## config.mk

```make
export PLATFORM = sky130hd
export DESIGN_NAME = stop_wake_sequencer
export DESIGN_NICKNAME = d
export VERILOG_FILES = /design/src/rtl/stop_wake_pkg.sv /design/src/rtl/wdt_counter.sv /design/src/rtl/stop_wake_sequencer.sv
export SDC_FILE = /design/constraint.sdc
export NUM_CORES = 1
export LEC_CHECK = 0
export ABC_AREA = 1
export BUFFER_PORTS_ARGS = -buffer_cell sky130_fd_sc_hd__buf_2
export CORE_MARGIN = 8
export CORE_UTILIZATION = 50
export CTS_BUF_LIST = sky130_fd_sc_hd__clkbuf_2 sky130_fd_sc_hd__clkbuf_4 sky130_fd_sc_hd__clkbuf_8
export CTS_CLUSTER_SIZE = 28
export DETAILED_ROUTE_END_ITERATION = 10
export GPL_TIMING_DRIVEN = 0
export PLACE_DENSITY = 0.75
export SETUP_SLACK_MARGIN = 0.3
export SYNTH_ARGS = -nofsm -noshare
export SYNTH_HDL_FRONTEND = slang
export SYNTH_SLANG_ARGS = --single-unit
```

## constraint.sdc

```tcl
create_clock -name pclk -period 3.4 [get_ports pclk]
set_clock_uncertainty 0.2 [all_clocks]
set_input_delay 0.17 -clock pclk [delete_from_list [all_inputs] [get_ports pclk]]
set_output_delay 0.17 -clock pclk [all_outputs]
set_load 0.05 [all_outputs]
```

## src/rtl/stop_wake_pkg.sv

```systemverilog
package stop_wake_pkg;

   localparam int          ADDR_W                  = 12;
   localparam int          DATA_W                  = 32;
   localparam int          SEL_W                   = 3;
   localparam int          EXP_W                   = 6;
   localparam int          NUM_EXT_IRQ             = 7;
   localparam int          NUM_CSI                 = 5;

   localparam logic [11:0] ADDR_POWER_SAVE_MODE    = 12'h000;
   localparam logic [11:0] ADDR_POWER_SAVE_CONTROL = 12'h004;
   localparam logic [11:0] ADDR_STAB_TIME_SELECT   = 12'h008;
   localparam logic [11:0] ADDR_CLOCK_CONFIG       = 12'h00c;
   localparam logic [11:0] ADDR_WAKE_MASK          = 12'h010;
   localparam logic [11:0] ADDR_STATUS             = 12'h014;

   localparam int          BIT_STOP_VS_IDLE        = 0;
   localparam int          BIT_STANDBY_TRIGGER     = 0;
   localparam int          BIT_WDT_RESTART         = 1;
   localparam int          CFG_SUBCLOCK_USED       = 0;
   localparam int          CFG_RTC_ON_SUBCLOCK     = 1;
   localparam int          CFG_WDT_ENABLE          = 2;
   localparam int          CFG_CSI_LSB             = 3;
   localparam int          STATUS_RESET_WAKE       = 2;

   localparam logic [2:0]  STAB_SEL_RESET          = 3'h5;

   typedef enum logic [1:0] {
      ST_RUN   = 2'b00,
      ST_STOP  = 2'b01,
      ST_STAB  = 2'b10,
      ST_RESET = 2'b11
   } state_e;

endpackage

```

## src/rtl/wdt_counter.sv

```systemverilog
`timescale 1ns/1ps
module wdt_counter
   import stop_wake_pkg::*;
#(
   parameter int CNT_W = 22
) (
   input  wire logic             pclk,
   input  wire logic             presetn,
   input  wire logic             clear,
   input  wire logic             enable,
   input  wire logic [EXP_W-1:0] exponent,
   output logic                  overflow
);

   logic [CNT_W-1:0] count_reg;
   logic [CNT_W-1:0] count_next;
   logic             ovf_reg;
   logic             ovf_next;
   logic [CNT_W-1:0] terminal;

   // The count wraps after two to the power of exponent enabled cycles.
   always_comb begin
      terminal   = (CNT_W'(1) << exponent) - CNT_W'(1);
      count_next = count_reg;
      ovf_next   = 1'b0;
      if (clear) begin
         count_next = '0;
      end else if (enable) begin
         if (count_reg == terminal) begin
            count_next = '0;
            ovf_next   = 1'b1;
         end else begin
            count_next = count_reg + CNT_W'(1);
         end
      end
   end

   always_ff @(posedge pclk or negedge presetn) begin
      if (!presetn) begin
         count_reg <= '0;
         ovf_reg   <= 1'b0;
      end else begin
         count_reg <= count_next;
         ovf_reg   <= ovf_next;
      end
   end

   assign overflow = ovf_reg;

endmodule // wdt_counter

```

## src/rtl/stop_wake_sequencer.sv

```systemverilog
// Summary of operation
// - Writing standby trigger with stop selected in normal operation enters stop state.
// - Stop ends on NMI, unmasked external or running-peripheral interrupt, or reset pin.
// - After release, oscillation stabilization time elapses before normal operation resumes.
// - Reset pin release from stop spends one more cycle in the reset state, then runs the ordinary reset sequence.
// - In stop the real-time counter runs only on a used, selected subclock.
// - In stop a serial channel runs only with its external clock selected.
// - In stop port outputs and configuration hold their pre-stop values.
// - In stop CPU registers, flags and RAM contents are preserved.
// - Interrupt release waits only the selected stabilization interval.
// - Reset pin release uses the default select, two to the nineteenth clocks.
// - The stabilization wait is counted by the shared watchdog counter.
// - The stabilization wait ends at the watchdog counter overflow.
`timescale 1ns/1ps
module stop_wake_sequencer
   import stop_wake_pkg::*;
#(
   parameter int STAB_RESET_EXP = 19,
   parameter int N_EXT          = NUM_EXT_IRQ,
   parameter int N_CSI          = NUM_CSI
) (
   input  wire logic              pclk,
   input  wire logic              presetn,
   input  wire logic              psel,
   input  wire logic              penable,
   input  wire logic              pwrite,
   input  wire logic [ADDR_W-1:0] paddr,
   input  wire logic [DATA_W-1:0] pwdata,
   output logic [DATA_W-1:0]      prdata,
   output logic                   pready,
   output logic                   pslverr,
   input  wire logic              reset_pin_n,
   input  wire logic              nmi,
   input  wire logic [N_EXT-1:0]  ext_irq_pins,
   input  wire logic              rtc_irq,
   input  wire logic [N_CSI-1:0]  csi_irq,
   output logic                   main_osc_en,
   output logic                   cpu_clk_en,
   output logic                   periph_clk_en,
   output logic                   rtc_clk_en,
   output logic [N_CSI-1:0]       csi_clk_en,
   output logic                   port_hold,
   output logic                   data_retain,
   output logic                   cpu_reset_n,
   output logic                   wdt_overflow,
   output logic                   stop_active
);

   localparam int CNT_W  = STAB_RESET_EXP + 3;
   localparam int CFG_W  = CFG_CSI_LSB + N_CSI;
   localparam int MASK_W = N_EXT + 1 + N_CSI;

   function automatic logic [EXP_W-1:0] stab_exp(input logic [SEL_W-1:0] sel);
      return EXP_W'(STAB_RESET_EXP - int'(STAB_SEL_RESET) + int'(sel));
   endfunction

   state_e             state_reg;
   state_e             state_next;
   logic               stop_vs_idle_select_reg;
   logic               stop_vs_idle_select_next;
   logic [SEL_W-1:0]   stab_time_select_reg;
   logic [SEL_W-1:0]   stab_time_select_next;
   logic [CFG_W-1:0]   cfg_reg;
   logic [CFG_W-1:0]   cfg_next;
   logic [MASK_W-1:0]  mask_reg;
   logic [MASK_W-1:0]  mask_next;
   logic               reset_wake_reg;
   logic               reset_wake_next;
   logic               pready_reg;
   logic               pready_next;
   logic               pslverr_reg;
   logic               pslverr_next;
   logic [DATA_W-1:0]  prdata_reg;
   logic [DATA_W-1:0]  prdata_next;
   logic               osc_reg;
   logic               osc_next;
   logic               cpu_en_reg;
   logic               cpu_en_next;
   logic               rtc_en_reg;
   logic               rtc_en_next;
   logic [N_CSI-1:0]   csi_en_reg;
   logic [N_CSI-1:0]   csi_en_next;
   logic               hold_reg;
   logic               hold_next;
   logic               cpu_rst_n_reg;
   logic               cpu_rst_n_next;
   logic               wdt_ovf_reg;
   logic               wdt_ovf_next;
   logic               stop_reg;
   logic               stop_next;
   logic               xfer;
   logic               wr_ok;
   logic               standby_write;
   logic               wdt_restart;
   logic               rtc_keep;
   logic [N_CSI-1:0]   csi_sel;
   logic               wake;
   logic               low_power;
   logic               cnt_clear;
   logic               cnt_en;
   logic               cnt_ovf;
   logic [CNT_W-1:0]   stab_len;

   always_comb begin
      xfer          = psel && penable && pready_reg;
      wr_ok         = xfer && pwrite && (state_reg == ST_RUN) && reset_pin_n;
      standby_write = wr_ok && (paddr == ADDR_POWER_SAVE_CONTROL)
                      && pwdata[BIT_STANDBY_TRIGGER] && stop_vs_idle_select_reg;
      wdt_restart   = wr_ok && (paddr == ADDR_POWER_SAVE_CONTROL) && pwdata[BIT_WDT_RESTART];
      rtc_keep      = cfg_reg[CFG_SUBCLOCK_USED] && cfg_reg[CFG_RTC_ON_SUBCLOCK];
      csi_sel       = cfg_reg[CFG_CSI_LSB +: N_CSI];
      wake          = nmi
                      || |(ext_irq_pins & ~mask_reg[N_EXT-1:0])
                      || (rtc_irq && rtc_keep && !mask_reg[N_EXT])
                      || |(csi_irq & csi_sel & ~mask_reg[N_EXT+1 +: N_CSI]);
   end

   // Sequencer and software-visible registers.
   always_comb begin
      state_next               = state_reg;
      stop_vs_idle_select_next = stop_vs_idle_select_reg;
      stab_time_select_next    = stab_time_select_reg;
      cfg_next                 = cfg_reg;
      mask_next                = mask_reg;
      reset_wake_next          = reset_wake_reg;
      if (wr_ok) begin
         if (paddr == ADDR_POWER_SAVE_MODE) begin
            stop_vs_idle_select_next = pwdata[BIT_STOP_VS_IDLE];
         end else if (paddr == ADDR_STAB_TIME_SELECT) begin
            stab_time_select_next = pwdata[SEL_W-1:0];
         end else if (paddr == ADDR_CLOCK_CONFIG) begin
            cfg_next = pwdata[CFG_W-1:0];
         end else if (paddr == ADDR_WAKE_MASK) begin
            mask_next = pwdata[MASK_W-1:0];
         end
      end
      case (state_reg)
         ST_RUN: begin
            if (standby_write) begin
               state_next      = ST_STOP;
               reset_wake_next = 1'b0;
            end
         end
         ST_STOP: begin
            if (wake) begin
               state_next      = ST_STAB;
               reset_wake_next = 1'b0;
            end
         end
         ST_STAB: begin
            if (cnt_ovf) begin
               state_next = ST_RUN;
            end
         end
         default: begin
            state_next = ST_STAB;
         end
      endcase
      if (!reset_pin_n) begin
         state_next               = ST_RESET;
         stop_vs_idle_select_next = 1'b0;
         stab_time_select_next    = STAB_SEL_RESET;
         cfg_next                 = '0;
         mask_next                = '1;
         reset_wake_next          = 1'b1;
      end
   end

   always_ff @(posedge pclk or negedge presetn) begin
      if (!presetn) begin
         state_reg               <= ST_STAB;
         stop_vs_idle_select_reg <= 1'b0;
         stab_time_select_reg    <= STAB_SEL_RESET;
         cfg_reg                 <= '0;
         mask_reg                <= '1;
         reset_wake_reg          <= 1'b1;
      end else begin
         state_reg               <= state_next;
         stop_vs_idle_select_reg <= stop_vs_idle_select_next;
         stab_time_select_reg    <= stab_time_select_next;
         cfg_reg                 <= cfg_next;
         mask_reg                <= mask_next;
         reset_wake_reg          <= reset_wake_next;
      end
   end

   // The stabilization wait and the watchdog share one counter.
   always_comb begin
      cnt_clear = !reset_pin_n || wdt_restart
                  || (state_next == ST_STAB && state_reg != ST_STAB);
      cnt_en    = (state_reg == ST_STAB) || (state_reg == ST_RUN && cfg_reg[CFG_WDT_ENABLE]);
   end

   wdt_counter #(
      .CNT_W (CNT_W)
   ) u_wdt_counter (
      .pclk     (pclk),
      .presetn  (presetn),
      .clear    (cnt_clear),
      .enable   (cnt_en),
      .exponent (stab_exp(stab_time_select_reg)),
      .overflow (cnt_ovf)
   );

   // Clock gating and retention controls follow the next state.
   always_comb begin
      low_power      = (state_next == ST_STOP) || (state_next == ST_STAB);
      osc_next       = (state_next != ST_STOP);
      cpu_en_next    = (state_next == ST_RUN);
      rtc_en_next    = (state_next == ST_RUN) || (low_power && rtc_keep);
      csi_en_next    = {N_CSI{state_next == ST_RUN}} | ({N_CSI{low_power}} & csi_sel);
      hold_next      = low_power && !reset_wake_next;
      cpu_rst_n_next = !(state_next == ST_RESET || (state_next == ST_STAB && reset_wake_next));
      wdt_ovf_next   = cnt_ovf && (state_reg == ST_RUN);
      stop_next      = (state_next == ST_STOP);
   end

   always_ff @(posedge pclk or negedge presetn) begin
      if (!presetn) begin
         osc_reg       <= 1'b1;
         cpu_en_reg    <= 1'b0;
         rtc_en_reg    <= 1'b0;
         csi_en_reg    <= '0;
         hold_reg      <= 1'b0;
         cpu_rst_n_reg <= 1'b0;
         wdt_ovf_reg   <= 1'b0;
         stop_reg      <= 1'b0;
      end else begin
         osc_reg       <= osc_next;
         cpu_en_reg    <= cpu_en_next;
         rtc_en_reg    <= rtc_en_next;
         csi_en_reg    <= csi_en_next;
         hold_reg      <= hold_next;
         cpu_rst_n_reg <= cpu_rst_n_next;
         wdt_ovf_reg   <= wdt_ovf_next;
         stop_reg      <= stop_next;
      end
   end

   // Bus slave with one wait state.
   always_comb begin
      pready_next  = psel && penable && !pready_reg;
      pslverr_next = 1'b0;
      prdata_next  = prdata_reg;
      if (pready_next) begin
         prdata_next = '0;
         if (paddr == ADDR_POWER_SAVE_MODE) begin
            prdata_next[BIT_STOP_VS_IDLE] = stop_vs_idle_select_reg;
         end else if (paddr == ADDR_POWER_SAVE_CONTROL) begin
            prdata_next = '0;
         end else if (paddr == ADDR_STAB_TIME_SELECT) begin
            prdata_next[SEL_W-1:0] = stab_time_select_reg;
         end else if (paddr == ADDR_CLOCK_CONFIG) begin
            prdata_next[CFG_W-1:0] = cfg_reg;
         end else if (paddr == ADDR_WAKE_MASK) begin
            prdata_next[MASK_W-1:0] = mask_reg;
         end else if (paddr == ADDR_STATUS) begin
            prdata_next[1:0]               = state_reg;
            prdata_next[STATUS_RESET_WAKE] = reset_wake_reg;
         end else begin
            pslverr_next = 1'b1;
         end
      end
   end

   always_ff @(posedge pclk or negedge presetn) begin
      if (!presetn) begin
         pready_reg  <= 1'b0;
         pslverr_reg <= 1'b0;
         prdata_reg  <= '0;
      end else begin
         pready_reg  <= pready_next;
         pslverr_reg <= pslverr_next;
         prdata_reg  <= prdata_next;
      end
   end

   assign prdata        = prdata_reg;
   assign pready        = pready_reg;
   assign pslverr       = pslverr_reg;
   assign main_osc_en   = osc_reg;
   assign cpu_clk_en    = cpu_en_reg;
   assign periph_clk_en = cpu_en_reg;
   assign rtc_clk_en    = rtc_en_reg;
   assign csi_clk_en    = csi_en_reg;
   assign port_hold     = hold_reg;
   assign data_retain   = hold_reg;
   assign cpu_reset_n   = cpu_rst_n_reg;
   assign wdt_overflow  = wdt_ovf_reg;
   assign stop_active   = stop_reg;

   // Cycles spent in the stabilization state, for checking only.
   always_ff @(posedge pclk or negedge presetn) begin
      if (!presetn) begin
         stab_len <= '0;
      end else begin
         stab_len <= (state_reg == ST_STAB && state_next == ST_STAB)
                     ? stab_len + CNT_W'(1) : '0;
      end
   end
endmodule // stop_wake_sequencer

```

# Yosys cells after proc, flatten, opt, wreduce, memory -nomap -nowiden
# Cells that the tools add are included.
# word_totals
reg_bits	97
in_bits	64
# classes
n_addsub	3
n_eq_ne	21
shift	1
muxes	50
n_bitwise	7
reduce_logical	43
# op_table
op	n
13-bit 2-to-1 mux	7
22-bit 2-to-1 mux	3
8-bit 2-to-1 mux	6
12-bit by 4-bit == test with 1-bit output, second input constant	2
12-bit by 5-bit == test with 1-bit output, second input constant	2
22-bit by 1-bit adder with 22-bit output, second input constant	1
22-bit == test	1
1-bit by 5-bit left shift with 22-bit output, first input constant	1
22-bit by 2-bit subtractor with 22-bit output, second input constant	1
3-bit 2-to-1 mux	7
10-bit 2-to-1 mux	2
1-bit logical AND	19
1-bit 2-to-1 mux	17
5-bit bitwise AND	3
12-bit by 3-bit == test with 1-bit output, second input constant	1
12-bit logical NOT	1
12-bit 2-to-1 mux	1
2-bit by 1-bit inequality test with 1-bit output, second input constant	6
1-bit logical OR	9
2-bit 2-to-1 mux	4
2-bit inequality test, second input constant	4
7-bit bitwise AND	1
7-bit NOT	1
7-bit OR reduction	1
16 further kinds	24

# Logic depth before layout (Yosys ltp)
# Gate-level depths: netlist (run 1).
# depth
ltp_word	15
depth_mapped	16
mapped_depth_nobuf	16

# By module
# From an unflattened synthesis (run 1), not the netlist that was laid out.
# hier_totals
hier_cells	800
hier_area_um2	5549.1
# by_module_without_submodules
mod	instances	cells_each	area_each_um2	seq_area_each_um2
stop_wake_sequencer	1	353	2996.6	1398.8
wdt_counter	1	447	2552.4	575.6

# Worst setup path before layout (run 1)
# OpenSTA, ideal clock, no wires.
# synth_timing
kind	reg-to-reg
start	register pready_reg (netlist: pready)
end	register u_wdt_counter.count_reg[17]
setup_ps	69
arrival_ps	2288
required_ps	3131
setup_slack_ps	843
path_stages_with_launch	16
synth_period_minus_slack_ps	2557
path_cell_list	dfrtp_1 -> nand2_1 -> nor2_4 -> nand2_4 -> nor2_2 -> nand3_1 -> nand2_1 -> nor2_1 -> ha_1 -> a21oi_2 -> nand2_1 -> inv_4 -> nand2_4 -> nand2_4 -> clkinv_4 -> nor2_2
# synth_between
elab_chain_len	14
word_cells_on_any_way	17
classes_between	eq/ne: 1; mux: 4; reduce/logical: 12
# synth_lines
element	line_no	source
start: declaration	stop_wake_sequencer.sv:69	logic pready_reg;
start signal: assignment	stop_wake_sequencer.sv:272	pready_reg <= pready_next;
1-bit logical AND (*)	stop_wake_sequencer.sv:105	xfer = psel && penable && pready_reg;
1-bit logical AND (*) (3 in series)	stop_wake_sequencer.sv:106	wr_ok = xfer && pwrite && (state_reg == ST_RUN) && reset_pin_n;
1-bit logical AND (*)	stop_wake_sequencer.sv:107, stop_wake_sequencer.sv:109	
1-bit logical AND (2 in series)	stop_wake_sequencer.sv:108	&& pwdata[BIT_STANDBY_TRIGGER] && stop_vs_idle_select_reg;
2-bit 2-to-1 mux	stop_wake_sequencer.sv:139	if (standby_write) begin
2-bit one-hot mux with 3 select lines	stop_wake_sequencer.sv:137	case (state_reg)
2-bit 2-to-1 mux	stop_wake_sequencer.sv:159	if (!reset_pin_n) begin
2-bit == test	-	
1-bit logical AND	stop_wake_sequencer.sv:190	|| (state_next == ST_STAB && state_reg != ST_STAB);
1-bit logical OR (*)	stop_wake_sequencer.sv:190	
22-bit 2-to-1 mux or 2-bit nonzero test (tied branches)	-	
end signal: assignment	wdt_counter.sv:43	count_reg <= count_next;
end: declaration	wdt_counter.sv:15	logic [CNT_W-1:0] count_reg;
# Every way passes the cells marked *; elsewhere a longest branch is shown, timed or not.
# A chain may end at the register's enable or synchronous reset.

# Final worst setup path (run 1)
# layout_timing
start	register mask_reg[6]
end	register u_wdt_counter.count_reg[20]
# layout_between
elab_chain_len	13
word_cells_on_any_way	14
classes_between	eq/ne: 1; mux: 4; bitwise: 2; reduce/logical: 7
# layout_lines
element	line_no	source
start: declaration	stop_wake_sequencer.sv:65	logic [MASK_W-1:0] mask_reg;
start signal: assignment	stop_wake_sequencer.sv:182	mask_reg <= mask_next;
7-bit NOT (*)	stop_wake_sequencer.sv:113	|| |(ext_irq_pins & ~mask_reg[N_EXT-1:0])
7-bit bitwise AND (*)	stop_wake_sequencer.sv:113	
7-bit OR reduction (*)	stop_wake_sequencer.sv:113	
1-bit logical OR (*)	stop_wake_sequencer.sv:113	
1-bit logical OR (*)	stop_wake_sequencer.sv:114	|| (rtc_irq && rtc_keep && !mask_reg[N_EXT])
1-bit logical OR (*)	stop_wake_sequencer.sv:115	|| |(csi_irq & csi_sel & ~mask_reg[N_EXT+1 +: N_CSI]);
2-bit 2-to-1 mux (*)	stop_wake_sequencer.sv:145	if (wake) begin
2-bit one-hot mux with 3 select lines (*)	stop_wake_sequencer.sv:137	
2-bit 2-to-1 mux (*)	stop_wake_sequencer.sv:159	
named net state_next[1]	stop_wake_sequencer.sv:58	state_e state_next;
2-bit == test (*)	-	
1-bit logical AND (*)	stop_wake_sequencer.sv:190	
1-bit logical OR (*)	stop_wake_sequencer.sv:190	
22-bit 2-to-1 mux or 2-bit nonzero test (tied branches)	-	
# The timed path passes the listed nets; every way through them passes the cells marked *.

==> impl_results.md, run 1 <==
* Flops & latches, synth at 78
* CP required at 3.50 ns
* First-pass GRT wire length at roughly 20,000 µm
* H-tree Lvls at 3
* CTS root buf: clkbuf_8
* Kind of critical path: flop to flop
* Number of flip-flops in the largest register at 22
* Area of the multi-input gates at 2190 µm²
* Post-CTS Setup Bufs at 0
* Top cell by count, worst path: nand2_1
* Worst Tran Pin Value at roughly 0.57 ns
* Die extent in x at 112 µm
* Fin nets at between 800 and 900
* Largest net degree at the start of global routing at between 70 and 80
* CTS Buf Count at 9
* Worst slew margin at a little over 60%
* Min cycle time layout at between 2 and 3 ns
* FP Rows at 35
* Reg2reg setup slack at 0.59 ns
* Die area at 12,600 µm²
* VDD IR max at 0.000268 V
* Routed WL per cell at 14.0 µm
* Fill count at 831
* Final core occ at 61.9%
* Fmax at 356 MHz
* Routability cong. at 0.894
* Detail Route Antenna Nets at 0
* Pleak at 2.96 nW
* Max Transition Viols Final at 0
* Final setup violation count at 0
* Post-DP HPWL at 9060 µm
* Worst hold path startpoint: nmi
* Non-Filler Instances at 861
* Number of global-route vias before repair at approximately 4,200
* DR DRC count at 0
* Clk buf depth at 2
* Initial antenna violation count at 0
* Die height at 112 µm
* Post-place setup slack at 0.563 ns
* Initial Utilization at 51.0%
* Final wirelength at 12,000 µm
* Part of the cycle the worst path needs at about 83%
* Arr. time, crit path at 2.90 ns
* CP peak stage delay at 0.53 ns
* Buf/Inv on CP at 4
* Sequential Area at 1970 µm²
* Crit path launch: mask_reg[6]$_DFFE_PN1P_
* CP Cell Sequence: inv_1 > nand2_1 > nand2_1 > nor2_1 > nand4_1 > a21oi_2 > inv_1 > ha_1 > a21oi_2 > nand2_1 > inv_4 > nand2_4 > nand2_4 > clkinv_4 > nor2_1
* Syn Inst Count at 625
* Initial DRT Pass Iterations at 4
* GRT Total Usage at 19.2%
* Number of distinct library cells after synthesis at between 40 and 50
* CTS tree: done
* Layout cells sized above 1 at 23.9%
* Setup_tns at 0 ns
* N_diodes at 0
* Core ar. at 9110 µm²
* Worst-Skew Late Latency at 0.37 ns
* Hold Fails Final Rpt at 0
* Area delta synth->final at 21.4%
* CP Capture Type: flop
* Crit Path Max Fanout at 10
* Reg clk slew, reported paths at 0.08 ns
* Placed cells at 828
* Grt ovf at 0
* RSZ-0062 raised after global routing: false
* Status: completed
* Total number of vias at ~4,400
* Critical path startpoint category: flop
* Avg Cell Area, Syn at around 7.4 µm²
* I/O Pins at 112
* Crit-path leading delay family: simple AND/OR/NAND/NOR gates
* R2R Path Start: mask_reg[6]$_DFFE_PN1P_
* Input/output buffers at 73
* Hold Path Class: input pin to flop
* Mapped cell area at 4640 µm²
* Worst path slowest cell: dfstp_2
* Hold Slack at approximately 0.14 ns
* Vias per cell at 5.08
* Share of the yosys chip area belonging to registers at 42.5%
* Final WS setup at 0.594 ns
* Initial DRC count at 293
* Clock sinks at 78
* Maxcap violations at 0
* Power Dens Cells at ~380 nW/µm²
* YS warnings at 0
## final timing paths
path / cells after the start / to
max reg2reg: 15 / u_wdt_counter.count_reg[20]$_DFFE_PN0P_
min: 8 / reset_wake_reg$_DFF_PN1_
min reg2reg: 2 / prdata[8]$_DFFE_PN0P_
min in group asynchronous: 2 / mask_reg[3]$_DFFE_PN1P_
max: 15 / u_wdt_counter.count_reg[20]$_DFFE_PN0P_
max in group asynchronous: 3 / state_reg[1]$_DFF_PN1_
## cell usage after synthesis, drive strengths merged
library cell | count | area (µm²)
nand2 | 187 | 749
inv | 83 | 314
nor2 | 80 | 363
dfrtp | 60 | 1500
nand3 | 53 | 295
o21ai | 39 | 195
buf | 26 | 200
a21oi | 18 | 93.8
dfstp | 18 | 473
nand4 | 9 | 56.3
ha | 6 | 75.1
nor3 | 6 | 35.0
o22ai | 6 | 37.5
o31ai | 6 | 45.0
clkbuf | 5 | 20.0
xor2 | 5 | 43.8
nand3b | 4 | 30.0
a31oi | 2 | 18.8
clkinv | 2 | 12.5
o211ai | 2 | 15.0
or2 | 2 | 12.5
a41oi | 1 | 27.5
and3 | 1 | 6.26
conb | 1 | 3.75
nand2b | 1 | 6.26
nor3b | 1 | 7.51
nor4 | 1 | 6.26
## metal layers
metal / routed length, µm / vias to the layer above / track usage (%)
li1: - / 2185 / -
met1: 5560 / 2034 / 25.6
met2: 5550 / 142 / 29.7
met3: 733 / 15 / 4.88
met4: 175 / 0 / 6.21
met5: 0 / - / 0
## metrics by stage
| step | area (µm²) | power (mW) |
|---|---|---|
| detailed placement | 5250 | 1.33 |
| global placement | 5220 | 1.32 |
| finish | 5640 | 2.12 |
| CTS | 5640 | 2.13 |
| floorplan | 4710 | 1.23 |
| global route | 5640 | 2.20 |
## logic make-up after synthesis
| family | synth area share (%) |
|---|---|
| compound gates | 9.32 |
| xor+xnor | 0.943 |
| fa+ha+maj | 1.62 |
| buf+inv | 11.8 |
| flops | 42.5 |
| other cells | 0.0807 |
| simple gates | 33.8 |
## area by class of cell
class | count | share of cell area (%)
multi-input combinational | 449 | 38.9
buffer | 31 | 3.91
clock inverter | 6 | 1.55
inverter | 85 | 5.79
tap | 111 | 2.46
sequential | 78 | 35.0
clock buffer | 10 | 2.33
timing repair buffer | 91 | 10.0
## placed cells by master (no fill, tap or decap), drive strengths merged, types with 9 or more instances in the layout
cell type / n
nand2: 187
buf: 100
inv: 83
nor2: 80
dfrtp: 60
nand3: 53
o21ai: 39
conb: 19
dfstp: 18
a21oi: 18
dlygate4sd3: 17
clkbuf: 15
nand4: 9
## repair_timing
action / 4_1_cts / 5_1_grt
resized for setup: 0 / 1
setup endpoints to repair: 0 / 10
endpoints found under the hold margin: 104 / 0
hold buffers: 17 / 0
## power breakdown
group	leakage, nW	switching, mW	internal (mW)
logic	1.84	0.229	0.107
registers	1.01	0.0234	0.973
clock network	0.114	0.362	0.422
## worst min-delay path: cells and delay by family
kind,cells,cell delay [ns]
simple gates,6,0.41
compound gates,1,0.04
buf+inv,1,0.08
(Power assumes the default switching activity.)
==> run 2, diff against run 1 <==
==> constraint.sdc (replaced) <==
create_clock -name pclk -period 2.62 [get_ports pclk]
set_clock_uncertainty 0.2 [all_clocks]
set_input_delay 0.131 -clock pclk [delete_from_list [all_inputs] [get_ports pclk]]
set_output_delay 0.131 -clock pclk [all_outputs]
set_load 0.05 [all_outputs]
==> impl_results.md, run 2 (same netlist as run 1, synthesis figures left out) <==
* Crit Path Max Fanout at 6
* Hold Path Class: input pin to flop
* Hold Slack at ~0.13 ns
* Post-DP HPWL at roughly 9000 µm
* Grt ovf at 0
* R2R Path Start: mask_reg[5]$_DFFE_PN1P_
* Fmax at between 300 and 400 MHz
* Initial DRC count at 324
* Reg2reg setup slack at slightly below 0.06 ns
* Clk buf depth at 2
* Worst Tran Pin Value at 0.566 ns
* Pleak at between 3 and 4 nW
* Setup_tns at 0 ns
* Vias per cell at 5.20
* Initial DRT Pass Iterations at 5
* Placed cells at about 830
* Die area at roughly 13,000 µm²
* Fin nets at 831
* Fill count at roughly 800
* Critical path startpoint category: flop
* Number of global-route vias before repair at 4,558
* Hold path depth at 4
* Die extent in x at 112 µm
* Hold-critical path endpoint: stab_time_select_reg[0]$_DFFE_PN1P_
* Power Dens Cells at 462 nW/µm²
* Die height at 112 µm
* CTS root buf: clkbuf_8
* CTS tree: done
* GRT Total Usage at 20.6%
* Worst-Skew Late Latency at 0.37 ns
* Routability cong. at 0.933
* Area delta synth->final at 26.5%
* CP required at about 2.7 ns
* RSZ-0062 raised after global routing: true
* Initial antenna violation count at 0
* Worst Reg-to-Reg Cells at 15
* Total Power at approximately 2.7 mW
* Number of flip-flops in the largest register at 22
* Detail Route Antenna Nets at 0
* Largest net degree at the start of global routing at 59
* Input/output buffers at between 70 and 80
* Most common cell after layout, fill and taps aside: nand2_1
* Final instance area at 5880 µm²
* Worst R2R End: u_wdt_counter.count_reg[14]$_DFFE_PN0P_
* Non-Filler Instances at 877
* CTS Buf Count at 9
* Final wirelength at 12,800 µm
* Placed Area at 5290 µm²
* Final WS setup at 0.0583 ns
* Status: completed
* Routed WL per cell at 14.6 µm
* Kind of critical path: flop to flop
* Clock sinks at 78
* Initial Utilization at 51.0%
* Worst hold path startpoint: reset_pin_n
* Part of the cycle the worst path needs at approximately 100%
* Worst slew margin at between 60% and 70%
* Total number of vias at 4,558
* First-pass GRT wire length at between 20,000 and 25,000 µm
* Core ar. at just over 9000 µm²
* Min cycle time layout at 2.56 ns
* Final setup violation count at 0
* Layout cells sized above 1 at 26.6%
* N_diodes at 0
* FP Rows at 35
* DR DRC count at 0
* Arr. time, crit path at 2.62 ns
* Final core occ at 64.5%
* I/O Pins at 112
* Maxcap violations at 0
* Most frequent cells in the layout: nand2_1, inv_1, buf_2
* H-tree Lvls at 3
* Post-place setup slack at -0.0345 ns
* VDD IR max at 0.000284 V
* Max Transition Viols Final at 0
* Hold Fails Final Rpt at 0
* CP Capture Type: flop
* Reg clk slew, reported paths at about 0.090 ns
[run 2: final cells by class]
| type | instances | area [µm²] | share of cell area, % |
|---|---|---|---|
| plain buffers | 31 | 234 | 3.98 |
| inverters | 85 | 329 | 5.60 |
| clock buffers | 10 | 131 | 2.24 |
| flip-flops and latches | 78 | 1980 | 33.6 |
| well taps | 111 | 139 | 2.36 |
| multi-input cells | 449 | 2270 | 38.6 |
| repair buffers | 107 | 731 | 12.4 |
| clock inverters | 6 | 70.1 | 1.19 |
[run 2: worst max-delay path by stage]
stage	start	end	depth (start not counted)
floorplan	mask_reg[5]$_DFFE_PN1P_	u_wdt_counter.count_reg[9]$_DFFE_PN0P_	13
global placement	mask_reg[5]$_DFFE_PN1P_	u_wdt_counter.count_reg[13]$_DFFE_PN0P_	15
detailed placement	mask_reg[5]$_DFFE_PN1P_	u_wdt_counter.count_reg[13]$_DFFE_PN0P_	15
CTS	mask_reg[5]$_DFFE_PN1P_	u_wdt_counter.count_reg[15]$_DFFE_PN0P_	15
global route	mask_reg[5]$_DFFE_PN1P_	u_wdt_counter.count_reg[14]$_DFFE_PN0P_	15
finish	mask_reg[5]$_DFFE_PN1P_	u_wdt_counter.count_reg[14]$_DFFE_PN0P_	15
[run 2: worst max-delay path, stage by stage, from the launching register on]
cell,delay (ns)
dfstp_2,0.57
inv_2,0.05
a21oi_2,0.12
nand3_1,0.09
nor2_2,0.11
nand3_1,0.12
nor3_2,0.15
nor2_2,0.09
ha_4,0.18
a21oi_4,0.18
nand3_4,0.18
buf_16,0.20
nand3_2,0.05
nand2_1,0.05
nand2_1,0.07
inv_1,0.04
[run 2: what timing repair did]
item                       CTS  global route
hold endpoints to repair    94             0
hold buffers                24             0
pin swaps                    5             1
setup endpoints to repair   30            31
gates cloned                 1             0
gates resized for setup     15             0
buffers inserted             8             0
[run 2: per-layer routing]
metal	GRT usage, %	wire, µm
met1	26.0	5410
met4	8.72	289
met2	32.7	5980
met3	5.48	1120
met5	0	0
[run 2: where the power goes]
group / leakage [nW] / switching [mW] / total (mW) / internal [mW]
Clock: 0.0929 / 0.484 / 0.941 / 0.458
Sequential: 1.01 / 0.0319 / 1.29 / 1.26
Combinational: 1.94 / 0.315 / 0.478 / 0.164
Total: 3.04 / 0.830 / 2.71 / 1.88
==> run 3, diff against run 2 <==
--- a/config.mk
+++ b/config.mk
@@ -12,7 +12,7 @@
 export CTS_BUF_LIST = sky130_fd_sc_hd__clkbuf_2 sky130_fd_sc_hd__clkbuf_4 sky130_fd_sc_hd__clkbuf_8
 export CTS_CLUSTER_SIZE = 28
 export DETAILED_ROUTE_END_ITERATION = 10
-export GPL_TIMING_DRIVEN = 0
+export MAX_ROUTING_LAYER = met4
 export PLACE_DENSITY = 0.75
 export SETUP_SLACK_MARGIN = 0.3
 export SYNTH_ARGS = -nofsm -noshare
==> impl_results.md, run 3 (same netlist as run 1, synthesis figures left out) <==
* VDD IR max at 0.000317 V
* Hold Fails Final Rpt at 0
* RSZ-0062 raised after global routing: true
* GRT Total Usage at between 20% and 30%
* Die extent in x at 112 µm
* Total Power at roughly 2.8 mW
* Fin nets at 820
* CTS Buf Count at 9
* Die height at 112 µm
* Vias per cell at 5.27
* Maxcap violations at 0
* Input/output buffers at 73
* Critical path startpoint category: flop
* Post-DP HPWL at between 8000 and 9000 µm
* Kind of critical path: flop to flop
* CTS root buf: clkbuf_8
* Clock sinks at 78
* Worst Tran Pin Value at 0.587 ns
* Routed WL per cell at between 15 and 20 µm
* Final wirelength at 13,200 µm
* Detail Route Antenna Nets at 0
* Area delta synth->final at 29.8%
* H-tree Lvls at 3
* Die area at 12,600 µm²
* CP required at 2.67 ns
* DR DRC count at 0
* Pleak at ~3 nW
* FP Rows at 35
* CP peak stage delay at ~0.55 ns
* Min cycle time layout at between 2 and 3 ns
* Worst path slowest cell: dfstp_2
* Non-Filler Instances at 867
* Placed cells at slightly above 800
* Part of the cycle the worst path needs at 98.9%
* Max Transition Viols Final at 0
* Arr. time, crit path at 2.65 ns
* Grt ovf at 0
* CP Cell Sequence: inv_1 > nand3_1 > o21ai_0 > nor2_4 > nand4_1 > a21oi_2 > inv_2 > ha_4 > a21oi_4 > nand3_4 > buf_12 > buf_12 > nand2_4 > nand2_2 > nand2_1 > nor2_1
* I/O Pins at about 110
* Initial Utilization at between 50 and 60%
* Initial DRC count at between 200 and 300
* CP Capture Type: flop
* Clk buf depth at 2
* Total number of vias at approximately 4,600
* Reg clk slew, reported paths at approximately 0.10 ns
* Initial antenna violation count at 1
* Hold Path Class: input pin to flop
* Number of flip-flops in the largest register at 22
* Routability cong. at 0.941
* Core ar. at between 9000 and 10,000 µm²
* Initial DRT Pass Iterations at 5
* Final setup violation count at 0
* Most frequent cells in the layout: nand2_1, buf_2, inv_1
* CTS tree: done
* Status: completed
* Worst-Skew Late Latency at 0.37 ns
* Crit Path Max Fanout at 5
* Most common cell after layout, fill and taps aside: nand2_1
* First-pass GRT wire length at 20,800 µm
* Worst slew margin at roughly 60%
* Number of global-route vias before repair at 4,343
* Top cell by count, worst path: buf_12
* Fmax at 386 MHz
* Largest net degree at the start of global routing at 46
* Layout cells sized above 1 at 31.0%
* Power Dens Cells at 467 nW/µm²
run 3: cell types whose count changed in the layout (fill, tap and decap cells not counted), moves of 7 or more:
| cell | previous run | this run |
|---|---|---|
| buf_4 | 29 | 20 |
| nand2_1 | 172 | 162 |
| buf_6 | 5 | 12 |
| dlygate4sd3_1 | 24 | 15 |
| nand2_2 | 10 | 18 |
run 3: layout make-up:
class                           count  area [µm²]
Antenna cell                        1        2.50
Clock buffer                        9         124
Clock inverter                      7        87.6
Fill cell                         732        3080
Inverter                           85         330
Multi-Input combinational cell    449        2400
Sequential cell                    78        1980
Tap cell                          111         139
Timing Repair Buffer              127         971
run 3: worst paths after layout:
| check | from | to | slack [ns] | cells after the start |
|---|---|---|---|---|
| min in group asynchronous | presetn | cfg_reg[3]$_DFFE_PN0P_ | 0.12 | 2 |
| worst max register to register | mask_reg[9]$_DFFE_PN1P_ | u_wdt_counter.count_reg[15]$_DFFE_PN0P_ | 0.03 | 16 |
| worst min-delay path | reset_pin_n | cfg_reg[3]$_DFFE_PN0P_ | 0.04 | 4 |
| worst max-delay path | mask_reg[9]$_DFFE_PN1P_ | u_wdt_counter.count_reg[15]$_DFFE_PN0P_ | 0.03 | 16 |
| worst min register to register | prdata[5]$_DFFE_PN0P_ | prdata[5]$_DFFE_PN0P_ | 0.29 | 2 |
| max in group asynchronous | presetn | stab_time_select_reg[0]$_DFFE_PN1P_ | 1.38 | 3 |
run 3: per-layer routing:
| metal | routed length, µm | track usage (%) | share of wire (%) |
|---|---|---|---|
| met5 | 0 | - | 0 |
| met1 | 5810 | 26.0 | 44 |
| met2 | 6290 | 33.4 | 48 |
| met3 | 807 | 4.29 | 6.1 |
| met4 | 264 | 6.29 | 2.0 |
run 3: worst max-delay path: cells and delay by family, from the launching register on:
kind | cells | cell delay [ns]
simple gates | 8 | 0.63
flops | 1 | 0.55
compound gates | 3 | 0.49
buf+inv | 4 | 0.45
fa+ha+maj | 1 | 0.17
run 3: timing repair:
| item | 4_1_cts | 5_1_grt |
|---|---|---|
| pin swaps | 11 | 18 |
| buffers inserted | 21 | 3 |
| hold buffers | 15 | 0 |
| setup endpoints to repair | 26 | 31 |
| endpoints found under the hold margin | 70 | 0 |
| gates cloned | 2 | 1 |
| gates resized for setup | 26 | 41 |
run 3: power by group:
part	internal [mW]	leakage (nW)	switching [mW]
sequential	1.26	1.01	0.0306
clock	0.466	0.109	0.534
combinational	0.191	1.95	0.333
run 3: through the flow:
step	utilization [%]	setup slack (ns)	hold slack, ns	TNS, ns	cell area [µm²]
global placement	56.4	0.0683	-0.0416	0	5140
detailed placement	56.4	0.0279	-0.0288	0	5140
CTS	64.1	0.0556	0.0233	0	5840
finish	66.2	0.0291	0.0375	0	6030
floorplan	-	0.278	-0.365	0	4760
global route	66.2	-0.114	0.0584	-2.04	6030
